--- config.mk ---
export PLATFORM = sky130hd
export DESIGN_NAME = gpp_port
export DESIGN_NICKNAME = d
export VERILOG_FILES = /design/src/hdl/gpp_pkg.sv /design/src/hdl/gpp_pin_cell.sv /design/src/hdl/gpp_port.sv
export SDC_FILE = /design/constraint.sdc
export NUM_CORES = 1
export LEC_CHECK = 0
export ABC_AREA = 1
export BUFFER_PORTS_ARGS = -buffer_cell sky130_fd_sc_hd__buf_2
export CAP_MARGIN = 30
export CORE_MARGIN = 2
export CORE_UTILIZATION = 30
export CTS_CLUSTER_DIAMETER = 50
export DETAILED_ROUTE_END_ITERATION = 16
export PLACE_DENSITY_LB_ADDON = 0.2
export SLEW_MARGIN = 10
export SYNTH_ARGS = -nofsm -noshare
export SYNTH_HDL_FRONTEND = slang
export SYNTH_HIERARCHICAL = 1
export SYNTH_SLANG_ARGS = --single-unit
--- constraint.sdc ---
create_clock -name clock -period 4.3 [get_ports clock]
set_clock_uncertainty 0.2 [all_clocks]
set_input_delay 0 -clock clock [delete_from_list [all_inputs] [get_ports clock]]
set_output_delay 0 -clock clock [all_outputs]
set_load 0.01 [all_outputs]
--- src/hdl/gpp_pkg.sv ---
// Purpose: Shared constants and types for the eight-pin port control block
// Assumes: One 200 MHz system clock, synchronous register ports
// Notes:   Drive codes, reset-state codes and field positions live here
package gpp_pkg;

  // ==========================================================================
  // Port geometry
  localparam int NPINS      = 8;
  localparam int NOE        = 16;
  localparam int OE_SEL_W   = 4;

  // ==========================================================================
  // Drive mode codes
  typedef enum logic [2:0] {
    GPP_DM_ANALOG_HIZ = 3'h0,
    GPP_DM_DIGITAL_HIZ = 3'h1,
    GPP_DM_PULL_UP    = 3'h2,
    GPP_DM_PULL_DOWN  = 3'h3,
    GPP_DM_OD_LOW     = 3'h4,
    GPP_DM_OD_HIGH    = 3'h5,
    GPP_DM_STRONG     = 3'h6,
    GPP_DM_PULL_BOTH  = 3'h7
  } gpp_drive_t;

  // Pin interrupt edge selection
  typedef enum logic [1:0] {
    GPP_IRQ_OFF  = 2'h0,
    GPP_IRQ_RISE = 2'h1,
    GPP_IRQ_FALL = 2'h2,
    GPP_IRQ_BOTH = 2'h3
  } gpp_edge_t;

  // Reset-state codes held in nonvolatile storage
  localparam logic [1:0] RST_ANALOG = 2'h0;
  localparam logic [1:0] RST_PDOWN  = 2'h1;
  localparam logic [1:0] RST_PUP    = 2'h2;

  // ==========================================================================
  // Pin-form register field layout (8 bits)
  localparam int PF_DR   = 0;
  localparam int PF_PS   = 1;
  localparam int PF_DM0  = 2;
  localparam int PF_DM2  = 4;
  localparam int PF_SLW  = 5;
  localparam int PF_BIE  = 6;
  localparam int PF_IBD  = 7;

  // Special-pin reference choices
  localparam logic [1:0] REF_HALF_VDDIO = 2'h0;
  localparam logic [1:0] REF_04_VDDIO   = 2'h1;
  localparam logic [1:0] REF_HALF_VREF  = 2'h2;
  localparam logic [1:0] REF_VREF       = 2'h3;

endpackage

--- src/hdl/gpp_pin_cell.sv ---
// Purpose: One pin's output driver decode and input gating
// Assumes: Drive code, data and enable come from port registers
// Notes:   Resistive drive is reported apart from strong drive
`timescale 1ns/1ps
`default_nettype none
module gpp_pin_cell (
  // Configuration
  input  wire logic [2:0] drive_code,
  input  wire logic       data_out,
  input  wire logic       bidir_en,
  input  wire logic       aux_oe,
  input  wire logic       slew_slow,
  input  wire logic       in_disable,
  // Pin
  input  wire logic       pin_in,
  output logic            pin_out,
  output logic            pin_oe,
  output logic            pin_pull_up,
  output logic            pin_pull_down,
  output logic            pin_slow,
  output logic            in_val
);
  gpp_pkg::gpp_drive_t dm;
  logic                active;

  always_comb begin
    dm            = gpp_pkg::gpp_drive_t'(drive_code);
    // Bidirectional pins fall back to digital high-Z while the enable is low
    active        = !bidir_en || aux_oe;
    pin_out       = data_out;
    pin_oe        = 1'b0;
    pin_pull_up   = 1'b0;
    pin_pull_down = 1'b0;
    if (active) begin
      unique case (dm)
        gpp_pkg::GPP_DM_ANALOG_HIZ, gpp_pkg::GPP_DM_DIGITAL_HIZ: pin_oe = 1'b0;
        gpp_pkg::GPP_DM_PULL_UP: begin
          pin_oe      = !data_out;
          pin_pull_up = data_out;
        end
        gpp_pkg::GPP_DM_PULL_DOWN: begin
          pin_oe        = data_out;
          pin_pull_down = !data_out;
        end
        gpp_pkg::GPP_DM_OD_LOW:  pin_oe = !data_out;
        gpp_pkg::GPP_DM_OD_HIGH: pin_oe = data_out;
        gpp_pkg::GPP_DM_STRONG:  pin_oe = 1'b1;
        gpp_pkg::GPP_DM_PULL_BOTH: begin
          pin_pull_up   = data_out;
          pin_pull_down = !data_out;
        end
      endcase
    end
    // Slow edges only matter for strong and open-drain drivers
    pin_slow = slew_slow && drive_code[2] && (dm != gpp_pkg::GPP_DM_PULL_BOTH);
    // Analog mode and disabled buffers give a constant low input
    in_val   = pin_in && !in_disable && (dm != gpp_pkg::GPP_DM_ANALOG_HIZ);
  end
endmodule // gpp_pin_cell
`default_nettype wire

--- src/hdl/gpp_port.sv ---
// Purpose: Eight-pin port control with port/pin register views and edge interrupts
// Assumes: Pin inputs and register strobes synchronous to clock
// Notes:   Status clears on read; set wins over clear
`timescale 1ns/1ps
`default_nettype none
module gpp_port (
  // Clock and reset
  input  wire logic        clock,
  input  wire logic        rstn,
  // Nonvolatile reset data, power-on release and low-power mode
  input  wire logic [1:0]  nv_reset_state,
  input  wire logic        por_release,
  input  wire logic        low_power,
  // Port-form register writes
  input  wire logic        wr_data,
  input  wire logic        wr_dm0,
  input  wire logic        wr_dm1,
  input  wire logic        wr_dm2,
  input  wire logic        wr_slew,
  input  wire logic        wr_bidir,
  input  wire logic        wr_inoff,
  input  wire logic        wr_irqtype,
  input  wire logic        wr_oesel,
  input  wire logic        wr_cfg,
  input  wire logic [15:0] wdata,
  // Pin-form register access
  input  wire logic        wr_pin,
  input  wire logic [2:0]  pin_index,
  input  wire logic [7:0]  pin_wdata,
  output logic      [7:0]  pin_rdata,
  // Status read strobe
  input  wire logic        rd_status,
  // Port-form read views
  output logic      [7:0]  output_data_register,
  output logic      [7:0]  pin_state_read,
  output logic      [7:0]  drive_mode_select0,
  output logic      [7:0]  drive_mode_select1,
  output logic      [7:0]  drive_mode_select2,
  output logic      [7:0]  edge_rate_select,
  output logic      [7:0]  irq_status,
  output logic      [1:0]  reset_state,
  // Per-port and special pin settings
  output logic             lvttl_sel,
  output logic      [1:0]  ref_sel_pair0,
  output logic      [1:0]  ref_sel_pair1,
  output logic      [1:0]  reg_out_high,
  // Auxiliary control bus
  input  wire logic [15:0] aux_oe,
  // Pins
  input  wire logic [7:0]  pin_in,
  output logic      [7:0]  pin_out,
  output logic      [7:0]  pin_oe,
  output logic      [7:0]  pin_pull_up,
  output logic      [7:0]  pin_pull_down,
  output logic      [7:0]  pin_slow,
  // Port interrupt request
  output logic             port_irq
);
  // ==========================================================================
  // State
  typedef struct packed {
    logic [7:0]      dr;
    logic [7:0][2:0] dm;
    logic [7:0]      slw;
    logic [7:0]      bie;
    logic [7:0]      ibd;
    logic [7:0][1:0] itype;
    logic [7:0][3:0] oesel;
    logic [7:0]      sync1;
    logic [7:0]      sync2;
    logic [7:0]      prev;
    logic [7:0]      stat;
    logic [1:0]      rst_cfg;
    logic            lvttl;
    logic [1:0]      ref0;
    logic [1:0]      ref1;
    logic [1:0]      vreg;
  } gpp_state_t;

  gpp_state_t s_r;
  gpp_state_t s_nxt;
  logic [7:0] in_val;
  logic [7:0] oe_pick;
  logic [7:0] rise;
  logic [7:0] fall;
  logic [7:0] hit;

  // Drive code that a reset-state setting stands for
  function automatic logic [2:0] rst_mode(input logic [1:0] c);
    unique case (c)
      gpp_pkg::RST_PDOWN: rst_mode = gpp_pkg::GPP_DM_PULL_DOWN;
      gpp_pkg::RST_PUP:   rst_mode = gpp_pkg::GPP_DM_PULL_UP;
      default:            rst_mode = gpp_pkg::GPP_DM_ANALOG_HIZ;
    endcase
  endfunction

  // Whether an edge on a pin matches its selected type
  function automatic logic edge_hit(input logic [1:0] t, input logic r, input logic f);
    unique case (gpp_pkg::gpp_edge_t'(t))
      gpp_pkg::GPP_IRQ_RISE: edge_hit = r;
      gpp_pkg::GPP_IRQ_FALL: edge_hit = f;
      gpp_pkg::GPP_IRQ_BOTH: edge_hit = r || f;
      gpp_pkg::GPP_IRQ_OFF:  edge_hit = 1'b0;
    endcase
  endfunction

  // ==========================================================================
  // Pin cells
  genvar g;
  generate
    for (g = 0; g < gpp_pkg::NPINS; g++) begin : g_pin
      assign oe_pick[g] = aux_oe[s_r.oesel[g]];
      gpp_pin_cell u_cell (
        .drive_code    (s_r.dm[g]),
        .data_out      (s_r.dr[g]),
        .bidir_en      (s_r.bie[g]),
        .aux_oe        (oe_pick[g]),
        .slew_slow     (s_r.slw[g]),
        .in_disable    (s_r.ibd[g]),
        .pin_in        (pin_in[g]),
        .pin_out       (pin_out[g]),
        .pin_oe        (pin_oe[g]),
        .pin_pull_up   (pin_pull_up[g]),
        .pin_pull_down (pin_pull_down[g]),
        .pin_slow      (pin_slow[g]),
        .in_val        (in_val[g])
      );
    end
  endgenerate

  // ==========================================================================
  // Next state
  always_comb begin
    s_nxt = s_r;
    // Two-flop synchroniser; edges seen only past the second stage
    s_nxt.sync1 = in_val;
    s_nxt.sync2 = s_r.sync1;
    s_nxt.prev  = s_r.sync2;
    rise = s_r.sync2 & ~s_r.prev;
    fall = ~s_r.sync2 & s_r.prev;
    for (int i = 0; i < gpp_pkg::NPINS; i++) begin
      hit[i] = edge_hit(s_r.itype[i], rise[i], fall[i]);
    end
    // Detection ignores low_power so a pin can wake the part
    if (rd_status) begin
      s_nxt.stat = 8'h00;
    end
    s_nxt.stat = s_nxt.stat | hit;
    // Low power freezes configuration except the power-on reload; writes made meanwhile are lost
    if (!low_power) begin
      if (wr_data)  s_nxt.dr  = wdata[7:0];
      if (wr_slew)  s_nxt.slw = wdata[7:0];
      if (wr_bidir) s_nxt.bie = wdata[7:0];
      if (wr_inoff) s_nxt.ibd = wdata[7:0];
      for (int i = 0; i < gpp_pkg::NPINS; i++) begin
        if (wr_dm0) s_nxt.dm[i][0] = wdata[i];
        if (wr_dm1) s_nxt.dm[i][1] = wdata[i];
        if (wr_dm2) s_nxt.dm[i][2] = wdata[i];
        if (wr_irqtype) s_nxt.itype[i] = wdata[2*i +: 2];
      end
      if (wr_oesel) begin
        for (int i = 0; i < gpp_pkg::NPINS; i++) begin
          if (wdata[8 + i]) s_nxt.oesel[i] = wdata[3:0];
        end
      end
      if (wr_cfg) begin
        s_nxt.lvttl = wdata[0];
        s_nxt.ref0  = wdata[2:1];
        s_nxt.ref1  = wdata[4:3];
        s_nxt.vreg  = wdata[6:5];
      end
      if (wr_pin) begin
        s_nxt.dr[pin_index]  = pin_wdata[gpp_pkg::PF_DR];
        s_nxt.dm[pin_index]  = pin_wdata[gpp_pkg::PF_DM2:gpp_pkg::PF_DM0];
        s_nxt.slw[pin_index] = pin_wdata[gpp_pkg::PF_SLW];
        s_nxt.bie[pin_index] = pin_wdata[gpp_pkg::PF_BIE];
        s_nxt.ibd[pin_index] = pin_wdata[gpp_pkg::PF_IBD];
      end
    end
    // Power-on release reloads the port's reset drive from storage
    if (por_release) begin
      s_nxt.rst_cfg = nv_reset_state;
      for (int i = 0; i < gpp_pkg::NPINS; i++) begin
        s_nxt.dm[i] = rst_mode(nv_reset_state);
      end
    end
  end

  always_ff @(posedge clock or negedge rstn) begin
    if (!rstn) begin
      s_r <= '0;
    end else begin
      s_r <= s_nxt;
    end
  end

  // ==========================================================================
  // Read views
  always_comb begin
    output_data_register = s_r.dr;
    pin_state_read       = s_r.sync2;
    edge_rate_select     = s_r.slw;
    irq_status           = s_r.stat;
    reset_state          = s_r.rst_cfg;
    lvttl_sel            = s_r.lvttl;
    ref_sel_pair0        = s_r.ref0;
    ref_sel_pair1        = s_r.ref1;
    reg_out_high         = s_r.vreg;
    for (int i = 0; i < gpp_pkg::NPINS; i++) begin
      drive_mode_select0[i] = s_r.dm[i][0];
      drive_mode_select1[i] = s_r.dm[i][1];
      drive_mode_select2[i] = s_r.dm[i][2];
    end
    pin_rdata = {s_r.ibd[pin_index], s_r.bie[pin_index], s_r.slw[pin_index],
                 s_r.dm[pin_index], s_r.sync2[pin_index], s_r.dr[pin_index]};
    port_irq  = |s_r.stat;
  end
endmodule // gpp_port
`default_nettype wire

==> summary.md, run 1 <==
| Metric | Value |
|---|---|
| Status | complete, but fails checks |
| Failing checks | negative hold slack |
| Crit-path max cell delay | 0.54 ns |
| VDD IR-drop max | 292 uV |
| Setup violations, final | 0 |
| TritonRoute pass-1 iters | 9 |
| Share of cells above drive strength 1 | 17.3% |
| Worst slew margin | 43.6% |
| Row count | 67 |
| Cell area after synthesis | 10100 um^2 |
| Routability cong. | 0.854 |
| Pleak | 6.25 nW |
| Crit-path cells | inv_1 -> nand2_1 -> nand3_1 -> nand3_1 -> nand3_1 -> nand2_1 -> inv_1 -> nand2_1 -> o21ai_1 -> a21oi_1 -> buf_2 |
| Total overflow reported by the global router | 0 |
| Min Tclk post-route | 2.52 ns |
| Die ar. | 35100 um^2 |
| Pre-CTS setup slack | 1.97 ns |
| Clk buf depth | 2 |
| Area contributors post-synth | dfrtp_1 (36%), nand2_1 (19%), nand3_1 (9.5%) |
| Min Hold Slack | -0.0350 ns |
| P&R area growth vs syn | 20.2% |
| Crit path max-delay cell type | dfrtp_1 |
| Clock network power share | 33.8% |
| DRC viols | 0 |
| Num CTS Buffers | 17 |
| CP Max Fanout | 10 |
| Setup Fix Bufs, Post-CTS | 0 |
| Initial DRC Count | 849 |
| CTS tree | built |
| Max-slew violations | 0 |
| Clk_lat worst skew | 0.43 ns |
| Critical path endpoint category | output port |
| Most area-hungry cell type in the Yosys netlist | dfrtp_1 |
| Number of antenna violations at the first check in global routing | 0 |
| Fmax | 397 MHz |
| Top FF cell, synth | dfrtp_1 |
| Synth Instances | 1482 |
| Worst-Margin Slew | 0.845 ns |
| Via count | 10243 |
| CP required | 4.10 ns |
| CTS Hold Bufs | 71 |
| Yosys warnings | 6 |
| Ys async rst share | 100% |
| Yosys reg bits | 145 |
| Port buffer count | 181 |
| Die Y | 187 um |
| Top cell type's share of synthesized area | 36.0% |
| P_int | 2.81 mW |
| Clock slew at reported path FFs | 0.08 ns |
| Filler cell count in the final layout | 3640 |
| Root buffer cell | clkbuf_16 |
| Dpl hpwl | 25900 um |
| Net Count, Synth | 1568 |
| Syn avg cell area | 6.80 um^2 |
| WP buf/inv | 3 |
| # Max-Cap Violations | 0 |
| Critical path arrival | 2.32 ns |
| Setup TNS | 0 ns |
| Power per Cell Area | 378 nW/um^2 |
| Period utilisation layout | 58.6% |
| Final nets | 1714 |
| WL final | 36200 um |
| CTS sink cnt | 145 |
| Die width | 187 um |
| Synth top cells by count | nand2_1 (500), nand3_1 (191), inv_1 (160), dfrtp_1 (145), o21ai_0 (86) |
| Largest net degree at the start of global routing | 83 |
| Fraction of the yosys area taken by sequential cells | 36.0% |
| Switching power | 1.76 mW |
| CP startpoint kind | flop |
| Core area | 33300 um^2 |
| Yosys cell types | 31 |
| I/O Pins | 183 |
| Via density | 4.90 |
| First-pass GRT wire length | 56600 um |
| Top delay family on crit path | simple AND/OR/NAND/NOR gates |
| Sequential share of power | 39.7% |
| Routed length per placed instance | 17.4 um |
| CP Class | flop to output port |
| Hold Violations, Final | 9 |
| Vias in the first global route | 9751 |
| Overall routing resource usage | 20.7% |
| Unrepaired setup endpoints after global routing | no |
| Most common cell in the netlist | nand2_1 |
| Comb pwr share | 26.5% |
| Sw Share | 38.5% |
| Final worst slack | 1.78 ns |
| Post-CTS Resized | 0 |
| EDFF count, synth | 0 |
| Diode count | 0 |
| Starting Density | 30.3% |
| Worst hold path class | primary input to async pin |
| H-tree Lvls | 4 |
| Routed Antenna Nets | 0 |
-- registers in the layout (all words and copies together), names as in the netlist --
name	count
pin_state_read	8
reg_out_high	2
lvttl_sel	1
irq_status	8
s_r	72
s_nxt	8
ref_sel_pair0	2
output_data_register	8
reset_state	2
drive_mode_select1	8
drive_mode_select0	8
ref_sel_pair1	2
edge_rate_select	8
drive_mode_select2	8
-- logic make-up after synthesis --
group | count (synthesis) | synth area share (%)
AND/OR/NAND/NOR | 804 | 34.9
adder cells (fa/ha/maj) | 17 | 2.11
flip-flops | 145 | 36.0
multiplexers | 4 | 0.447
AO/OA/AOI/OAI | 217 | 12.2
buffers and inverters | 295 | 14.3
-- power groups by stage --
| stage | Combinational [mW] | Sequential [mW] | Clock, mW |
|---|---|---|---|
| floorplan | 0.904 | 1.72 | 0 |
| global placement | 1.14 | 1.84 | 0 |
| detailed placement | 1.15 | 1.84 | 0 |
| CTS | 1.22 | 1.82 | 1.58 |
| global route | 1.38 | 1.85 | 1.63 |
| finish | 1.21 | 1.82 | 1.54 |
-- placed cells by master, fill, tap and decap left out, drive strengths merged, types with 4 or more instances in the layout --
master and n:
nand3 203, nand2 515, o211ai 38, or2 9, nor2 61, buf 187
mux2 4, clkbuf 17, ha 17, dlygate4sd3 72, dfrtp 145, inv 171
clkinv 7, o21ai 94, nor3b 8, nand4 6, a21oi 84
-- area by class of cell --
class | instances | area, um^2 | share of cell area (%)
well taps | 448 | 561 | 4.63
multi-input cells | 1042 | 5000 | 41.3
inverters | 163 | 613 | 5.06
clock buffers | 17 | 425 | 3.51
clock inverters | 15 | 181 | 1.50
repair buffers | 259 | 1690 | 14.0
flip-flops and latches | 145 | 3630 | 30.0
-- through the flow --
stage,hold slack (ns),cell area (um^2),cells,total power [mW],util [%]
finish,-0.0350,12100,2089,4.57,36.4
global route,0.0657,12100,2089,4.86,36.4
CTS,0.0243,12100,2087,4.61,36.3
detailed placement,-0.0786,10800,1984,3.00,32.3
global placement,-0.0841,10700,1983,2.98,32.3
floorplan,-0.496,10100,1482,2.62,-
-- worst paths after layout --
kind,slack (ns),cells past startpoint,endpoint,from
setup / recovery,1.78,11,pin_oe[4],s_r[57]
hold / removal,-0.04,2,s_r[66],rstn
min in group clock,0.14,4,s_nxt[32],pin_in[7]
hold reg to reg,0.15,0,pin_state_read[1],s_nxt[26]
max in group asynchronous,2.83,3,s_r[51],rstn
setup reg to reg,2.56,5,drive_mode_select2[7],drive_mode_select2[7]
-- layer usage --
metal	routed length [um]	GRT usage (%)
met2	16400	32.3
met3	2370	3.81
met4	607	6.01
met1	16800	29.3
met5	0	0
No activity file was read; power rests on OpenSTA's default activity.
==> inputs of run 2 (changes only) <==
==> constraint.sdc (replaced) <==
create_clock -name clock -period 2.5 [get_ports clock]
set_clock_uncertainty 0.2 [all_clocks]
set_input_delay 0 -clock clock [delete_from_list [all_inputs] [get_ports clock]]
set_output_delay 0 -clock clock [all_outputs]
set_load 0.01 [all_outputs]
==> summary.md, run 2 (same netlist as run 1, synthesis figures left out) <==
| Metric | Value |
|---|---|
| Status | complete, but fails checks (unchanged) |
| Failing checks | negative hold slack (unchanged) |
| Utilization after layout | 36.7% (was 36.4%) |
| Die width | 187 um (unchanged) |
| Hold Violations, Final | 6 (was 9) |
| Die Y | 187 um (unchanged) |
| Multi-input gate area | 5010 um^2 (was 5000 um^2) |
| Worst-Margin Slew | 0.753 ns (was 0.845 ns) |
| CP Class | flop to output port (unchanged) |
| Clk_lat worst skew | 0.44 ns (was 0.43 ns) |
| Pleak | 6.29 nW (was 6.25 nW) |
| Number of antenna violations at the first check in global routing | 0 (unchanged) |
| Starting Density | 30.3% (unchanged) |
| Top delay family on crit path | simple AND/OR/NAND/NOR gates (unchanged) |
| Clock slew at reported path FFs | 0.07 ns (was 0.08 ns) |
| Routed Antenna Nets | 0 (unchanged) |
| Setup violations, final | 0 (unchanged) |
| Finished Layout Cells | 2100 (was 2089) |
| Comb pwr share | 27.0% (was 26.5%) |
| Clock network power share | 33.4% (was 33.8%) |
| WP buf/inv | 3 (unchanged) |
| Worst slew margin | 49.8% (was 43.6%) |
| CP startpoint kind | flop (unchanged) |
| I/O Pins | 183 (unchanged) |
| CTS tree | built (unchanged) |
| Die ar. | 35100 um^2 (unchanged) |
| Initial DRC Count | 946 (was 849) |
| P&R area growth vs syn | 21.2% (was 20.2%) |
| H-tree Lvls | 4 (unchanged) |
| Period utilisation layout | 93.8% |
| Switching power | 2.86 mW (was 1.76 mW) |
| Share of cells above drive strength 1 | 18.3% (was 17.3%) |
| Clk buf depth | 2 (unchanged) |
| Final nets | 1725 (was 1714) |
| CP Max Fanout | 10 (unchanged) |
| CP required | 2.30 ns (was 4.10 ns) |
| Diode count | 0 (unchanged) |
| Routed length per placed instance | 17.5 um (was 17.4 um) |
| P_int | 5.03 mW (was 2.81 mW) |
| Total overflow reported by the global router | 0 (unchanged) |
| Root buffer cell | clkbuf_16 (unchanged) |
| Largest Register | s_r (unchanged) |
| Sequential cell area | 3640 um^2 (was 3630 um^2) |
| Vias in the first global route | 9907 (was 9751) |
| Via density | 4.96 (was 4.90) |
| Crit-path max cell delay | 0.48 ns (was 0.54 ns) |
| Fmax | 426 MHz |
| Overall routing resource usage | 21.1% (was 20.7%) |
| VDD IR-drop max | 502 uV (was 292 uV) |
| Largest net degree at the start of global routing | 72 (was 83) |
| Critical path endpoint category | output port (unchanged) |
| Crit path max-delay cell type | dfrtp_2 (was dfrtp_1) |
| # Max-Cap Violations | 0 (unchanged) |
| WL final | 36700 um (was 36200 um) |
| Crit-path cells | inv_2 -> nand2_1 -> nand3_1 -> nand3_1 -> nand3_1 -> nand2_1 -> inv_1 -> nand2_1 -> o21ai_1 -> a21oi_1 -> buf_2 (was inv_1 -> nand2_1 -> nand3_1 -> nand3_1 -> nand3_1 -> nand2_1 -> inv_1 -> nand2_1 -> o21ai_1 -> a21oi_1 -> buf_2) |
| Routability cong. | 0.856 (was 0.854) |
| Min Tclk post-route | 2.35 ns |
| Most frequent cells in the layout | nand2_1 (500), nand3_1 (191), buf_2 (179) (was nand2_1 (500), nand3_1 (191), buf_2 (180)) |
| Min Hold Slack | -0.0106 ns (was -0.0350 ns) |
| Port buffer count | 181 (unchanged) |
| Post-Place Cells | 1990 (was 1984) |
| Power per Cell Area | 646 nW/um^2 (was 378 nW/um^2) |
| Critical path arrival | 2.15 ns (was 2.32 ns) |
| Num CTS Buffers | 17 (unchanged) |
| Dpl hpwl | 26100 um (was 25900 um) |
| Commonest non-fill, non-tap cell in the layout | nand2_1 (unchanged) |
| DRC viols | 0 (unchanged) |
| Via count | 10407 (was 10243) |
| Reg2Reg Setup Slack | 0.77 ns (was 2.56 ns) |
| TritonRoute pass-1 iters | 7 (was 9) |
| CTS sink cnt | 145 (unchanged) |
| Largest register FFs | 72 (unchanged) |
| Worst hold path class | primary input to async pin (unchanged) |
| Max-slew violations | 0 (unchanged) |
| Sw Share | 36.2% (was 38.5%) |
| Row count | 67 (unchanged) |
| Filler cell count in the final layout | 3597 (was 3640) |
| First-pass GRT wire length | 57400 um (was 56600 um) |
| Core area | 33300 um^2 (unchanged) |
| Sequential share of power | 39.7% (about the same) |
[run 2: cell types whose count changed in the layout (fill, tap and decap cells not counted), sizes merged]
cell         delta
buf             +7
bufinv          +2
clkbuf          +5
clkinv          -3
clkinvlp        +3
dlygate4sd3     +3
inv             -6
[run 2: path summary, 6_finish.rpt]
path	startpoint	cells after the start	to
setup reg to reg	drive_mode_select0[7]	5	drive_mode_select0[7]
setup / recovery	s_r[57]	11	pin_oe[4]
max in group asynchronous	rstn	3	s_r[65]
hold / removal	rstn	2	s_r[72]
hold reg to reg	s_nxt[28]	0	pin_state_read[3]
min in group clock	wr_irqtype	4	s_r[88]
[run 2: area by class of cell]
| type | count | share of cell area (%) |
|---|---|---|
| Clock buffer | 21 | 3.77 |
| Clock inverter | 11 | 1.05 |
| Timing Repair Buffer | 270 | 14.7 |
| Sequential cell | 145 | 29.8 |
| Tap cell | 448 | 4.59 |
| Multi-Input combinational cell | 1042 | 41.0 |
| Inverter | 163 | 5.02 |
[run 2: routing by layer]
layer | part of all wire (%) | vias up | GRT usage (%)
li1 | - | 5015 | -
met1 | 45 | 4916 | 29.5
met4 | 1.1 | 0 | 5.28
met2 | 46 | 446 | 34.0
met3 | 7.6 | 30 | 3.51
met5 | 0 | - | 0
[run 2: what timing repair did]
item / CTS / global route
resized for setup: 1 / 12
gates cloned: 0 / 0
hold buffers: 75 / 0
setup endpoints to repair: 1 / 19
hold endpoints to repair: 270 / 0
setup buffers: 0 / 3
[run 2: per-stage QoR]
| step | TNS [ns] | total power [mW] | hold WS (ns) | instance area (um^2) | setup slack (ns) |
|---|---|---|---|---|---|
| floorplan | 0 | 4.51 | -0.496 | 10100 | 0.836 |
| global placement | 0 | 5.14 | -0.117 | 10800 | 0.494 |
| detailed placement | 0 | 5.17 | -0.113 | 10800 | 0.472 |
| CTS | 0 | 7.91 | 0.0297 | 12200 | 0.0347 |
| global route | -0.00229 | 8.38 | 0.0615 | 12200 | -0.00229 |
| finish | 0 | 7.89 | -0.0106 | 12200 | 0.154 |
[run 2: power groups by stage]
stage          clock [mW]  sequential, mW  combinational (mW)
6_report             2.63            3.13                2.13
3_3_place_gp            0            3.16                1.98
2_1_floorplan           0            2.95                1.56
3_5_place_dp            0            3.16                2.00
5_1_grt              2.78            3.19                2.41
4_1_cts              2.68            3.12                2.11
==> inputs of run 3 (changes only) <==
--- a/config.mk
+++ b/config.mk
@@ -16,5 +16,4 @@
 export SLEW_MARGIN = 10
 export SYNTH_ARGS = -nofsm -noshare
 export SYNTH_HDL_FRONTEND = slang
-export SYNTH_HIERARCHICAL = 1
 export SYNTH_SLANG_ARGS = --single-unit
==> summary.md, run 3 <==
| Metric | Value |
|---|---|
| CP startpoint kind | flop (unchanged) |
| Power per Cell Area | 664 nW/um^2 (was 646 nW/um^2) |
| Worst hold path class | primary input to flop (was primary input to async pin) |
| Final nets | 1561 (was 1725) |
| H-tree Lvls | 4 (unchanged) |
| Clock slew at reported path FFs | 0.06 ns (was 0.07 ns) |
| Most area-hungry cell type in the Yosys netlist | dfrtp_1 (unchanged) |
| Min Tclk post-route | 2.34 ns (was 2.35 ns) |
| Hold Violations, Final | 0 (was 6) |
| Most frequent cells in the layout | nand2_1 (323), buf_2 (180), inv_1 (160) (was nand2_1 (500), nand3_1 (191), buf_2 (179)) |
| CP Class | flop to output port (unchanged) |
| Number of antenna violations at the first check in global routing | 2 (was 0) |
| P&R area growth vs syn | 18.6% (was 21.2%) |
| Routability cong. | 0.843 (was 0.856) |
| Setup TNS | 0 ns (unchanged) |
| Largest register FFs | 72 (unchanged) |
| Via count | 9720 (was 10407) |
| Yosys reg bits | 145 (unchanged) |
| Routed length per placed instance | 18.4 um (was 17.5 um) |
| Largest Register | s_r (unchanged) |
| Filler cell count in the final layout | 3503 (was 3597) |
| Tot Pwr | 7.74 mW (was 7.89 mW) |
| Multi-input gate area | 4510 um^2 (was 5010 um^2) |
| Root buffer cell | clkbuf_16 (unchanged) |
| CP Max Fanout | 10 (unchanged) |
| CTS tree | built (unchanged) |
| Worst slew margin | 50.6% (was 49.8%) |
| CP dominant cell by count | nand3_1 |
| Critical path endpoint category | output port (unchanged) |
| Routed Antenna Nets | 0 (unchanged) |
| Commonest non-fill, non-tap cell in the layout | nand2_1 (unchanged) |
| WP buf/inv | 3 (unchanged) |
| TritonRoute pass-1 iters | 6 (was 7) |
| Ys async rst share | 100% (unchanged) |
| Status | finished clean (was complete, but fails checks) |
| Unrepaired setup endpoints after global routing | no |
| Area contributors post-synth | dfrtp_1 (37%), nand2_1 (12%), o211ai_1 (9.9%) (was dfrtp_1 (36%), nand2_1 (19%), nand3_1 (9.5%)) |
| Period utilisation layout | 93.4% (was 93.8%) |
| Yosys warnings | 0 (was 6) |
| Top cell type's share of synthesized area | 36.9% (was 36.0%) |
| Share of cells above drive strength 1 | 16.8% (was 18.3%) |
| Via density | 5.03 (was 4.96) |
| Synth Instances | 1348 (was 1482) |
| CTS sink cnt | 145 (unchanged) |
| Port buffer count | 181 (unchanged) |
| Overall routing resource usage | 20.8% (was 21.1%) |
| Die width | 185 um (was 187 um) |
| Num CTS Buffers | 17 (unchanged) |
| Dpl hpwl | 25900 um (was 26100 um) |
| WL final | 35600 um (was 36700 um) |
| Crit-path cells | inv_1 -> nand2_1 -> nand3_1 -> nand3_1 -> nand3b_1 -> nand3_1 -> nand2_1 -> inv_1 -> buf_2 (was inv_2 -> nand2_1 -> nand3_1 -> nand3_1 -> nand3_1 -> nand2_1 -> inv_1 -> nand2_1 -> o21ai_1 -> a21oi_1 -> buf_2) |
| # Max-Cap Violations | 0 (unchanged) |
| Fraction of the yosys area taken by sequential cells | 36.9% (was 36.0%) |
| Initial DRC Count | 825 (was 946) |
| Top delay family on crit path | simple AND/OR/NAND/NOR gates (unchanged) |
| Worst-Margin Slew | 0.739 ns (was 0.753 ns) |
| Most common cell in the netlist | nand2_1 (unchanged) |
| Starting Density | 30.4% (was 30.3%) |
| Vias in the first global route | 9054 (was 9907) |
| Synth top cells by count | nand2_1 (323), inv_1 (161), dfrtp_1 (145), nand3_1 (132) (was nand2_1 (500), nand3_1 (191), inv_1 (160), dfrtp_1 (145), o21ai_0 (86)) |
| Die Y | 185 um (was 187 um) |
| First-pass GRT wire length | 53600 um (was 57400 um) |
| Syn avg cell area | 7.29 um^2 (was 6.80 um^2) |
| VDD IR-drop max | 540 uV (was 502 uV) |
| Pleak | 5.75 nW (was 6.29 nW) |
| Setup violations, final | 0 (unchanged) |
| EDFF count, synth | 0 (unchanged) |
| Crit path max-delay cell type | dfrtp_1 (was dfrtp_2) |
| Core area | 32400 um^2 (was 33300 um^2) |
| CP required | 2.30 ns (about the same) |
| Row count | 66 (was 67) |
| Clk buf depth | 2 (unchanged) |
| Top FF cell, synth | dfrtp_1 (unchanged) |
| Crit-path max cell delay | 0.48 ns (about the same) |
| Largest net degree at the start of global routing | 62 (was 72) |
| I/O Pins | 183 (unchanged) |
| Sequential cell area | 3630 um^2 (was 3640 um^2) |
| DRC viols | 0 (unchanged) |
| Total overflow reported by the global router | 0 (unchanged) |
| Net Count, Synth | 1434 (was 1568) |
| Clk_lat worst skew | 0.43 ns (was 0.44 ns) |
| Cell area after synthesis | 9830 um^2 (was 10100 um^2) |
| Yosys cell types | 28 (was 31) |
| Fmax | 428 MHz (was 426 MHz) |
| Max-slew violations | 0 (unchanged) |
| Die ar. | 34200 um^2 (was 35100 um^2) |
| Critical path arrival | 2.14 ns (was 2.15 ns) |
run 3: final timing paths:
path                                  startpoint               endpoint  slack (ns)  cells after the start
max in group asynchronous                   rstn                s_r[54]        0.81                      4
min in group asynchronous                   rstn                s_r[66]        0.46                      3
hold reg to reg                        s_nxt[26]      pin_state_read[1]        0.15                      0
hold / removal                          wr_oesel                s_r[53]        0.03                      5
setup reg to reg           drive_mode_select1[6]  drive_mode_select1[6]        0.71                      5
setup / recovery                         s_r[41]              pin_oe[0]        0.16                      9
run 3: through the flow:
stage / hold WS, ns / cells / setup slack, ns / area, um^2 / util (%)
3_3_place_gp: -0.184 / 1826 / 0.628 / 10300 / 31.9
6_report: 0.0288 / 1931 / 0.164 / 11700 / 36.0
3_5_place_dp: -0.182 / 1826 / 0.616 / 10300 / 31.9
2_1_floorplan: -0.496 / 1348 / 1.07 / 9830 / -
5_1_grt: 0.0680 / 1931 / 0.0429 / 11700 / 36.0
4_1_cts: 0.00286 / 1930 / 0.153 / 11600 / 36.0
run 3: cells by family (layout without fill, tap and decap cells):
group / count (synthesis) / after routing / share of synthesized area [%]
other: 0 / 1 / 0
XOR/XNOR: 8 / 8 / 0.713
buffers and inverters: 324 / 464 / 17.3
flip-flops: 145 / 145 / 36.9
AO/OA/AOI/OAI: 316 / 316 / 19.6
adder cells (fa/ha/maj): 17 / 17 / 2.16
multiplexers: 4 / 4 / 0.458
AND/OR/NAND/NOR: 534 / 534 / 22.9
run 3: layout make-up:
class	instances	share of cell area, %
diodes	1	0.0215
clock buffers	20	3.92
clock inverters	12	1.13
inverters	164	5.28
multi-input cells	879	38.7
flip-flops and latches	145	31.1
well taps	442	4.74
repair buffers	268	15.1
run 3: layer usage:
| metal | share of wire, % | vias up | routed length [um] | global-route usage (%) |
|---|---|---|---|---|
| met5 | 0 | - | 0 | 0 |
| met4 | 1.7 | 0 | 612 | 5.21 |
| met3 | 6.5 | 32 | 2330 | 3.72 |
| met2 | 47 | 377 | 16800 | 34.1 |
| met1 | 45 | 4670 | 15900 | 28.3 |
| li1 | - | 4641 | - | - |
run 3: timing repair:
item / in CTS / in global routing
endpoints found under the hold margin: 274 / 0
resized for setup: 0 / 2
endpoints found under the setup margin: 0 / 3
hold buffers: 72 / 0
setup buffers: 0 / 0
run 3: power by group:
| part | switching (mW) | total [mW] | internal [mW] |
|---|---|---|---|
| clock | 1.09 | 2.62 | 1.53 |
| combinational | 1.27 | 2.07 | 0.801 |
| sequential | 0.394 | 3.06 | 2.66 |
run 3: worst min-delay path: cells and delay by family:
family | cells | cell delay (ns)
compound gates | 1 | 0.10
simple gates | 2 | 0.33
buf+inv | 2 | 0.17
